**src/design/inductive_scan_pkg.sv**
```systemverilog
// Package with register map, field layouts, reset values and codes of the scan configuration block.
package inductive_scan_pkg;

    // ------------------------------------------------------------
    // Register map
    // ------------------------------------------------------------
    localparam int ADDR_W = 8;
    localparam int DATA_W = 16;
    localparam logic [7:0] CONV_CFG_ADDR = 8'h1a;
    localparam logic [7:0] SEQ_CFG_ADDR = 8'h1b;

    // ------------------------------------------------------------
    // Field layouts
    // ------------------------------------------------------------
    typedef struct packed {
        logic [1:0] selected_channel;
        logic low_power_hold;
        logic drive_override;
        logic startup_drive_choice;
        logic amplitude_tracking_off;
        logic timebase_origin;
        logic rsvd_bit8;
        logic irq_pin_mute;
        logic boost_drive;
        logic [5:0] rsvd_low;
    } conv_cfg_t;

    typedef struct packed {
        logic multi_channel_cycling;
        logic [1:0] cycle_order;
        logic [9:0] rsvd_mid;
        logic [2:0] filter_bandwidth;
    } seq_cfg_t;

    // Drive controls handed to the sensor front end.
    typedef struct packed {
        logic sensor_enable;
        logic drive_override;
        logic full_current_activation;
        logic amplitude_tracking_on;
        logic boost_ch0;
    } drive_ctrl_t;

    // ------------------------------------------------------------
    // Reset values
    // ------------------------------------------------------------
    localparam logic [15:0] CONV_CFG_RESET = 16'h2801;
    localparam logic [15:0] SEQ_CFG_RESET = 16'h020f;

    // ------------------------------------------------------------
    // Codes
    // ------------------------------------------------------------
    localparam logic [1:0] ORDER_CH01 = 2'b00;
    localparam logic [1:0] ORDER_CH012 = 2'b01;
    localparam logic [1:0] ORDER_CH0123 = 2'b10;
    localparam logic [1:0] ORDER_CH01_ALT = 2'b11;
    localparam logic [1:0] CHAN_0 = 2'b00;
    localparam logic [1:0] CHAN_1 = 2'b01;
    localparam logic [1:0] CHAN_2 = 2'b10;
    localparam logic [1:0] CHAN_3 = 2'b11;
    localparam logic [2:0] BW_1MHZ = 3'b001;
    localparam logic [2:0] BW_3P3MHZ = 3'b100;
    localparam logic [2:0] BW_10MHZ = 3'b101;
    localparam logic [2:0] BW_33MHZ = 3'b111;
    localparam logic TIMEBASE_INTERNAL = 1'b0;
    localparam logic TIMEBASE_EXTERNAL = 1'b1;

    // Last channel of a cycling order, clamped to the channels present.
    function automatic logic [1:0] last_channel(input logic [1:0] order, input logic [1:0] top);
        logic [1:0] last;
        last = CHAN_1;
        case (order)
            ORDER_CH012: last = CHAN_2;
            ORDER_CH0123: last = CHAN_3;
            default: last = CHAN_1;
        endcase
        last_channel = (last > top) ? top : last;
    endfunction

endpackage

```
**src/design/inductive_scan_config.sv**
```systemverilog
// Configuration registers, channel schedule control and interrupt pin of the inductive scan converter.
`timescale 1ns/1ns
// Summary of operation
// - Without cycling, convert continuously on the channel the two-bit selected_channel field names.
// - Low-power hold bit set means sleep; cleared means active; reset value is set.
// - Drive override set applies the programmed per-channel drive current during conversion.
// - Startup choice 0 uses full current activation; 1, the default, uses programmed current.
// - Amplitude tracking off disables correction and freezes the measured initial drive.
// - Timebase origin 0 selects internal oscillator; 1 selects the external timebase pin.
// - With mute clear, status updates pull the interrupt pin low; muted holds it high.
// - Boost drives channel 0 above normal current; host must not combine with cycling.
// - Cycling clear converts one selected channel; set runs the cycle_order sequence.
// - Cycling converts each listed channel once, then restarts the order forever.
// - Filter bandwidth codes 001, 100, 101, 111 select 1, 3.3, 10, 33 MHz.
// - With data-ready routing set, each data-ready event sets status and, with mute clear, pulls the pin.
module inductive_scan_config #(
    parameter int NUM_CHANNELS = 4
) (
    input wire logic core_clk,
    input wire logic nrst,
    input wire logic [inductive_scan_pkg::ADDR_W-1:0] reg_addr,
    input wire logic reg_we,
    input wire logic reg_re,
    input wire logic [inductive_scan_pkg::DATA_W-1:0] reg_wdata,
    output logic [inductive_scan_pkg::DATA_W-1:0] reg_rdata,
    input wire logic conv_done,
    input wire logic data_ready_irq_route,
    input wire logic error_event,
    input wire logic status_read,
    input wire logic ext_timebase_pin,
    input wire logic int_osc_clk,
    output logic timebase_clk,
    output logic timebase_origin,
    output logic conv_start,
    output logic [1:0] active_channel,
    output inductive_scan_pkg::drive_ctrl_t drive_ctrl,
    output logic [2:0] filter_bandwidth,
    output logic data_ready_status,
    output logic irq_n_pin
);
    import inductive_scan_pkg::*;

    // ------------------------------------------------------------
    // Registers
    // ------------------------------------------------------------
    conv_cfg_t conv_cfg_q;
    seq_cfg_t seq_cfg_q;
    logic [DATA_W-1:0] rdata_q;
    logic drdy_q;
    logic err_q;
    logic irq_n_q;
    logic converting;
    drive_ctrl_t drive_q;

    wire logic conv_cfg_hit = (reg_addr == CONV_CFG_ADDR);
    wire logic seq_cfg_hit = (reg_addr == SEQ_CFG_ADDR);
    wire logic conv_cfg_we = reg_we && conv_cfg_hit;
    wire logic seq_cfg_we = reg_we && seq_cfg_hit;
    // Write data viewed through the field layouts.
    wire conv_cfg_t wr_conv = conv_cfg_t'(reg_wdata);
    wire seq_cfg_t wr_seq = seq_cfg_t'(reg_wdata);
    // Unmapped addresses read as zero.
    wire logic [DATA_W-1:0] rd_mux = conv_cfg_hit ? DATA_W'(conv_cfg_q) :
                                     seq_cfg_hit ? DATA_W'(seq_cfg_q) : '0;

    // Reserved fields keep what the host wrote, so a readback shows its own values.
    always_ff @(posedge core_clk or negedge nrst) begin
        if (!nrst) begin
            conv_cfg_q <= conv_cfg_t'(CONV_CFG_RESET);
            seq_cfg_q <= seq_cfg_t'(SEQ_CFG_RESET);
        end else begin
            if (conv_cfg_we) begin
                conv_cfg_q <= wr_conv;
            end
            if (seq_cfg_we) begin
                seq_cfg_q <= wr_seq;
            end
        end
    end

    always_ff @(posedge core_clk or negedge nrst) begin
        if (!nrst) begin
            rdata_q <= '0;
        end else if (reg_re) begin
            rdata_q <= rd_mux;
        end
    end

    assign reg_rdata = rdata_q;

    // ------------------------------------------------------------
    // Schedule
    // ------------------------------------------------------------
    scan_sequencer #(
        .NUM_CHANNELS(NUM_CHANNELS)
    ) u_seq (
        .core_clk(core_clk),
        .nrst(nrst),
        .hold(conv_cfg_q.low_power_hold),
        .cycling(seq_cfg_q.multi_channel_cycling),
        .sel_channel(conv_cfg_q.selected_channel),
        .order(seq_cfg_q.cycle_order),
        .conv_done(conv_done),
        .conv_start(conv_start),
        .converting(converting),
        .chan_q(active_channel)
    );

    // ------------------------------------------------------------
    // Sensor drive and timebase
    // ------------------------------------------------------------
    // Boost is only honoured on channel 0; the host keeps it away from cycling mode.
    wire logic boost_now = conv_cfg_q.boost_drive && active_channel == CHAN_0;
    wire drive_ctrl_t drive_d = '{
        sensor_enable: converting && !conv_cfg_q.low_power_hold,
        drive_override: conv_cfg_q.drive_override,
        full_current_activation: !conv_cfg_q.startup_drive_choice,
        amplitude_tracking_on: !conv_cfg_q.amplitude_tracking_off,
        boost_ch0: boost_now && converting
    };

    always_ff @(posedge core_clk or negedge nrst) begin
        if (!nrst) begin
            drive_q <= '0;
        end else begin
            drive_q <= drive_d;
        end
    end

    assign drive_ctrl = drive_q;
    assign filter_bandwidth = seq_cfg_q.filter_bandwidth;
    assign timebase_origin = conv_cfg_q.timebase_origin;
    // Clock selection is a plain mux; a glitch-free switch belongs to the clock tree.
    assign timebase_clk = (conv_cfg_q.timebase_origin == TIMEBASE_EXTERNAL) ? ext_timebase_pin : int_osc_clk;

    // ------------------------------------------------------------
    // Status and interrupt pin
    // ------------------------------------------------------------
    wire logic drdy_set = conv_done && converting && data_ready_irq_route;
    wire logic status_pending = drdy_q || err_q;
    wire logic irq_n_d = !(status_pending && !conv_cfg_q.irq_pin_mute);

    // A new event in the clearing cycle wins, so no data-ready is lost.
    always_ff @(posedge core_clk or negedge nrst) begin
        if (!nrst) begin
            drdy_q <= 1'b0;
            err_q <= 1'b0;
            irq_n_q <= 1'b1;
        end else begin
            drdy_q <= drdy_set || (drdy_q && !status_read);
            err_q <= error_event || (err_q && !status_read);
            irq_n_q <= irq_n_d;
        end
    end

    assign data_ready_status = drdy_q;
    assign irq_n_pin = irq_n_q;

    // ------------------------------------------------------------
    // Checks
    // ------------------------------------------------------------
    AST_MUTE_HIGH: assert property (@(posedge core_clk) disable iff (!nrst)
        (conv_cfg_q.irq_pin_mute && $past(conv_cfg_q.irq_pin_mute)) |-> irq_n_pin)
        else $error("Interrupt pin low while muted.");
    AST_DRDY_PIN: assert property (@(posedge core_clk) disable iff (!nrst)
        (drdy_set && !conv_cfg_q.irq_pin_mute && !conv_cfg_we) |=> data_ready_status ##1 !irq_n_pin)
        else $error("Data-ready event did not reach status and pin.");
    AST_SLEEP_NO_DRIVE: assert property (@(posedge core_clk) disable iff (!nrst)
        $past(conv_cfg_q.low_power_hold) |-> !drive_ctrl.sensor_enable)
        else $error("Sensor driven during sleep.");
    AST_RESET_SLEEP: assert property (@(posedge core_clk)
        $rose(nrst) |-> conv_cfg_q.low_power_hold && !conv_start) else $error("Device did not start asleep.");
    AST_OVERRIDE_FOLLOW: assert property (@(posedge core_clk) disable iff (!nrst)
        conv_cfg_we |=> ##1 drive_ctrl.drive_override == $past(wr_conv.drive_override, 2))
        else $error("Drive override does not follow the written bit.");
    AST_ACTIVATION_MODE: assert property (@(posedge core_clk) disable iff (!nrst)
        drive_ctrl.full_current_activation != $past(conv_cfg_q.startup_drive_choice))
        else $error("Activation current mode inverted.");
    AST_TRACKING_OFF: assert property (@(posedge core_clk) disable iff (!nrst)
        $past(nrst) |-> drive_ctrl.amplitude_tracking_on == !$past(conv_cfg_q.amplitude_tracking_off))
        else $error("Amplitude tracking does not follow its disable bit.");
    AST_BOOST_CH0: assert property (@(posedge core_clk) disable iff (!nrst)
        drive_ctrl.boost_ch0 |-> $past(active_channel) == CHAN_0 && $past(conv_cfg_q.boost_drive))
        else $error("Boost drive applied outside channel 0.");
    AST_OVERRIDE_OFF: assert property (@(posedge core_clk) disable iff (!nrst)
        !$past(conv_cfg_q.drive_override) |-> !drive_ctrl.drive_override)
        else $error("Drive override active while its bit is clear.");
    AST_BOOST_OFF: assert property (@(posedge core_clk) disable iff (!nrst)
        !$past(conv_cfg_q.boost_drive) |-> !drive_ctrl.boost_ch0)
        else $error("Boost drive active while its bit is clear.");
    AST_TIMEBASE_FOLLOW: assert property (@(posedge core_clk) disable iff (!nrst)
        conv_cfg_we |=> timebase_origin == $past(wr_conv.timebase_origin))
        else $error("Timebase origin does not follow the written bit.");
    AST_BW_FOLLOW: assert property (@(posedge core_clk) disable iff (!nrst)
        seq_cfg_we |=> filter_bandwidth == $past(wr_seq.filter_bandwidth))
        else $error("Filter bandwidth does not follow the written field.");
    AST_SLEEP_STOPS: assert property (@(posedge core_clk) disable iff (!nrst)
        (conv_cfg_we && wr_conv.low_power_hold) |=> ##1 !converting)
        else $error("Conversion still running after sleep was written.");
    AST_WAKE_DRIVE: assert property (@(posedge core_clk) disable iff (!nrst)
        conv_start |=> drive_ctrl.sensor_enable || $past(conv_cfg_q.low_power_hold))
        else $error("Sensor not driven after a conversion start.");
    AST_CHAN_ON_START: assert property (@(posedge core_clk) disable iff (!nrst)
        $changed(active_channel) |-> conv_start)
        else $error("Active channel changed without a conversion start.");

    // ------------------------------------------------------------
    // Status checks
    // ------------------------------------------------------------
    AST_DRDY_SET_WINS: assert property (@(posedge core_clk) disable iff (!nrst)
        drdy_set |=> data_ready_status)
        else $error("Data-ready event lost.");
    AST_DRDY_CLEAR: assert property (@(posedge core_clk) disable iff (!nrst)
        (status_read && !drdy_set) |=> !data_ready_status)
        else $error("Data-ready flag survived a status read.");
    AST_PIN_ASSERT: assert property (@(posedge core_clk) disable iff (!nrst)
        (status_pending && !conv_cfg_q.irq_pin_mute) |=> !irq_n_pin)
        else $error("Pending status did not pull the interrupt pin low.");
    AST_PIN_IDLE: assert property (@(posedge core_clk) disable iff (!nrst)
        !status_pending |=> irq_n_pin)
        else $error("Interrupt pin low with nothing pending.");
    AST_ERR_PIN: assert property (@(posedge core_clk) disable iff (!nrst)
        (error_event && !conv_cfg_q.irq_pin_mute && !conv_cfg_we) |=> ##1 !irq_n_pin)
        else $error("Error event did not reach the interrupt pin.");

endmodule

```
**src/design/scan_sequencer.sv**
```systemverilog
// Conversion scheduler that walks the single or cycling channel schedule.
`timescale 1ns/1ns
module scan_sequencer #(
    parameter int NUM_CHANNELS = 4
) (
    input wire logic core_clk,
    input wire logic nrst,
    input wire logic hold,
    input wire logic cycling,
    input wire logic [1:0] sel_channel,
    input wire logic [1:0] order,
    input wire logic conv_done,
    output logic conv_start,
    output logic converting,
    output logic [1:0] chan_q
);
    import inductive_scan_pkg::*;

    typedef enum logic [1:0] {S_IDLE, S_LAUNCH, S_WAIT} seq_state_t;

    localparam logic [1:0] TOP_CHAN = 2'(NUM_CHANNELS - 1);

    seq_state_t state_q;
    seq_state_t state_d;
    logic [1:0] chan_d;
    wire logic [1:0] single_chan = (sel_channel > TOP_CHAN) ? TOP_CHAN : sel_channel;
    wire logic [1:0] last_chan = last_channel(order, TOP_CHAN);
    wire logic [1:0] first_chan = cycling ? CHAN_0 : single_chan;
    wire logic [1:0] next_chan = !cycling ? single_chan : (chan_q >= last_chan) ? CHAN_0 : 2'(chan_q + 2'd1);

    assign conv_start = (state_q == S_LAUNCH);
    assign converting = (state_q != S_IDLE);

    // ------------------------------------------------------------
    // Schedule
    // ------------------------------------------------------------
    always_comb begin
        state_d = state_q;
        chan_d = chan_q;
        case (state_q)
            S_IDLE: begin
                if (!hold) begin
                    state_d = S_LAUNCH;
                    chan_d = first_chan;
                end
            end
            S_LAUNCH: begin
                state_d = hold ? S_IDLE : S_WAIT;
            end
            S_WAIT: begin
                if (hold) begin
                    state_d = S_IDLE;
                end else if (conv_done) begin
                    state_d = S_LAUNCH;
                    chan_d = next_chan;
                end
            end
            default: begin
                state_d = S_IDLE;
            end
        endcase
    end

    always_ff @(posedge core_clk or negedge nrst) begin
        if (!nrst) begin
            state_q <= S_IDLE;
            chan_q <= CHAN_0;
        end else begin
            state_q <= state_d;
            chan_q <= chan_d;
        end
    end

    // ------------------------------------------------------------
    // Checks
    // ------------------------------------------------------------
    AST_HOLD_NO_START: assert property (@(posedge core_clk) disable iff (!nrst)
        hold |=> !conv_start) else $error("Conversion launched while held in sleep.");
    AST_CYCLE_WRAP: assert property (@(posedge core_clk) disable iff (!nrst)
        (state_q == S_WAIT && conv_done && !hold && cycling && chan_q >= last_chan)
        |=> conv_start && chan_q == CHAN_0) else $error("Cycling order did not restart at channel 0.");
    AST_CYCLE_STEP: assert property (@(posedge core_clk) disable iff (!nrst)
        (state_q == S_WAIT && conv_done && !hold && cycling && chan_q < last_chan)
        |=> chan_q == $past(chan_q) + 2'd1) else $error("Cycling order skipped a channel.");
    AST_SINGLE_CHAN: assert property (@(posedge core_clk) disable iff (!nrst)
        (conv_start && !$past(cycling)) |-> chan_q == $past(single_chan))
        else $error("Single channel mode converted the wrong channel.");
    AST_WAKE_START: assert property (@(posedge core_clk) disable iff (!nrst)
        (state_q == S_IDLE && !hold) |=> conv_start) else $error("No conversion one cycle after wake.");

endmodule

```
**config.mk**
```make
export PLATFORM = sky130hd
export DESIGN_NAME = inductive_scan_config
export DESIGN_NICKNAME = d
export VERILOG_FILES = /design/src/design/inductive_scan_pkg.sv /design/src/design/inductive_scan_config.sv /design/src/design/scan_sequencer.sv
export SDC_FILE = /design/constraint.sdc
export NUM_CORES = 1
export LEC_CHECK = 0
export BUFFER_PORTS_ARGS = -buffer_cell sky130_fd_sc_hd__clkbuf_2
export CAP_MARGIN = 30
export CORE_MARGIN = 3
export CORE_UTILIZATION = 35
export CTS_CLUSTER_DIAMETER = 200
export CTS_CLUSTER_SIZE = 24
export DETAILED_ROUTE_END_ITERATION = 8
export SETUP_SLACK_MARGIN = 0.5
export SLEW_MARGIN = 25
export SYNTH_ARGS = -nofsm -noshare
export SYNTH_HDL_FRONTEND = slang
export SYNTH_SLANG_ARGS = --single-unit
```
**constraint.sdc**
```tcl
create_clock -name core_clk -period 3.87 [get_ports core_clk]
set_clock_uncertainty 0.1 [all_clocks]
set_input_delay 0.1935 -clock core_clk [delete_from_list [all_inputs] [get_ports core_clk]]
set_output_delay 0.1935 -clock core_clk [all_outputs]
set_load 0.05 [all_outputs]
```
==> impl_metrics.env <==
export IMPL_status="completed"
export IMPL_wl_per_cell_um=14.1
export IMPL_ys_types=31
export IMPL_cts_buffer_depth=2
export IMPL_crit_type="primary input to flop"
export IMPL_die_area_mm2=0.00880
export IMPL_dp_cells=366
export IMPL_rows=31
export IMPL_synth_edf_count=0
export IMPL_gp_congestion=0.804
export IMPL_max_slew_margin=0.565
export IMPL_worst_path_max_delay_cell="nor4_4"
export IMPL_dpl_hpwl_mm=3.97
export IMPL_post_cts_setup_buffers=0
export IMPL_design_area_mm2=0.00346
export IMPL_netlist_top_cells_count="dfrtp_1, mux2_2, inv_1, nand2_1, o22ai_1"
export IMPL_synth_top_area_share=0.473
export IMPL_tightest_slew_ns=0.648
export IMPL_post_synth_cell_area_avg_um2=12.7
export IMPL_ys_warn_count=0
export IMPL_syn_area_mm2=0.00270
export IMPL_clock_sinks=60
export IMPL_hp_class="primary input to flop"
export IMPL_finalHoldViolCount=0
export IMPL_clkLatencyLatePin_ns=0.33
export IMPL_cp_max_fo=9
export IMPL_synth_ff_type="dfrtp_1"
export IMPL_drtPass1Iterations=4
export IMPL_routed_via_density=4.53
export IMPL_cts_tree="yes"
export IMPL_die_h_um=93.8
export IMPL_synth_seq_area_share=0.560
export IMPL_fin_nets=331
export IMPL_synthToLayoutAreaGrowth_pct=28.0
export IMPL_timing_setup_tns_ns=0
export IMPL_grt_pass1_wl_mm=9.39
export IMPL_start_util=0.366
export IMPL_whs_path_depth=2
export IMPL_rrSetupSlack_ns=2.04
export IMPL_htreeDepth=3
export IMPL_wirelength_mm=5.59
export IMPL_cts_root_buf="clkbuf_8"
export IMPL_drtIter0Drc=36
export IMPL_worstPathRequired_ns=3.99
export IMPL_syn_inst=213
export IMPL_dpl_instance_area_mm2=0.00311
export IMPL_cp_start_kind="primary input"
export IMPL_fmax_mhz=538
export IMPL_synth_largest_area_cell="dfrtp_1"
export IMPL_ys_top_cells_by_area="dfrtp_1, mux2_2, dfstp_2"
export IMPL_setup_viol=0
export IMPL_grt_usage=0.140
export IMPL_p_per_area_mw_per_mm2=467
export IMPL_drive_gt1_frac=0.490
export IMPL_period_minus_slack_ns=1.86
export IMPL_antenna_left=0
export IMPL_critPathMaxStageDelay_ns=0.58
export IMPL_grt_overflow=0
export IMPL_path_clk_slew_ns=0.06
export IMPL_drc_errors=0
export IMPL_vdd_drop_max_uv=199
export IMPL_antenna_found_initial=0
export IMPL_vias=1798
export IMPL_port_buffers=64
export IMPL_synthesis_nets=251
export IMPL_die_w_um=93.8
export IMPL_antenna_cells=0
export IMPL_synthMostInstantiatedCell="dfrtp_1"
export IMPL_fin_cells=397
export IMPL_synthArstFlopShare=1.00
export IMPL_drv_slew=0
export IMPL_rsz0062_at_grt="no"
export IMPL_io_pins=65
export IMPL_fin_crit_sh=0.480
export IMPL_end_kind="flop"
export IMPL_crit_arrival_ns=1.98
export IMPL_path_cells="clkbuf_2, or4b_4, nor4_4, buf_6, mux2_2"
export IMPL_maxCapViolations=0
export IMPL_cts_buffers=9
export IMPL_r2r_cells=5
export IMPL_grt_max_degree=33
export IMPL_synth_seq_cells=60
export IMPL_core_area_mm2=0.00737
export IMPL_p_leak_nw=1.69
export IMPL_grt_pass1_vias=1892
## per-stage QoR
step                total power, mW  hold WS [ns]  setup WS, ns   util
floorplan                     0.956        -0.202          1.85      -
global placement               1.04         0.290          1.51  0.416
detailed placement             1.05         0.119          1.63  0.421
CTS                            1.64       0.00142          2.02  0.469
global route                   1.70       0.00667          1.93  0.469
finish                         1.62        0.0190          2.01  0.469
## state kept, by name, summed over array words and instances (netlist names)
register,count
data_ready_status,1
irq_n_pin,1
u_seq.state_q,2
seq_cfg_q,13
u_seq.chan_q,2
conv_cfg_q,15
timebase_origin,1
reg_rdata,16
filter_bandwidth,3
err_q,1
drive_ctrl,5
## logic make-up after synthesis
logic type | Yosys count | synth area share
simple gates | 35 | 0.0718
fa+ha+maj | 4 | 0.0185
compound gates | 26 | 0.0635
buf+inv | 39 | 0.0676
flops | 60 | 0.560
mux | 49 | 0.218
## timing repair
| action | in CTS | in global routing |
|---|---|---|
| hold endpoints to repair | 38 | 0 |
| hold buffers | 15 | 0 |
| gates resized for setup | 0 | 0 |
## power by group
part	internal [mW]	switching (mW)	total [mW]
Sequential	0.681	0.0365	0.717
Clock	0.328	0.238	0.565
Combinational	0.120	0.214	0.333
Total	1.13	0.488	1.62
## worst max-delay path, delay by kind of cell
kind          cells  cell delay (ns)
mux               1             0.33
buf+inv           2             0.31
simple gates      2             1.13
## layer usage
layer / up-vias / global-route usage / part of all wire
li1: 884 / - / -
met1: 860 / 0.179 / 0.47
met2: 49 / 0.218 / 0.46
met3: 5 / 0.0529 / 0.054
met4: 0 / 0.0469 / 0.012
met5: - / 0 / 0
## cell type report
type / count / area [um2]
Fill cell: 712 / 3910
Clock inverter: 5 / 50.0
Sequential cell: 60 / 1510
Inverter: 26 / 97.6
Multi-Input combinational cell: 114 / 1000
Tap cell: 99 / 124
Timing Repair Buffer: 82 / 517
Clock buffer: 11 / 151
## placed cells by master (no fill, tap or decap), types with 2 or more instances in the layout
cell type and instances:
o22ai_1 16, a31oi_1 2, clkbuf_2 64, nand2_1 18, dfstp_2 9, o211ai_1 2
mux2_2 39, clkbuf_8 11, inv_1 26, nand2b_1 3, a21oi_1 2, nor2_1 5
clkinv_2 4, ha_1 4, dfrtp_1 51, nor2b_1 2, mux2_4 10, dlygate4sd3_1 15
## path summary, 6_finish.rpt
kind / from / end
max: reg_addr[5] / conv_cfg_q[15]
min: reg_wdata[12] / seq_cfg_q[12]
max reg2reg: seq_cfg_q[13] / u_seq.chan_q[1]
min reg2reg: conv_cfg_q[12] / drive_ctrl[3]
max in group asynchronous: nrst / conv_cfg_q[11]
min in group asynchronous: nrst / data_ready_status
No activity file was read; power rests on OpenSTA's default activity.
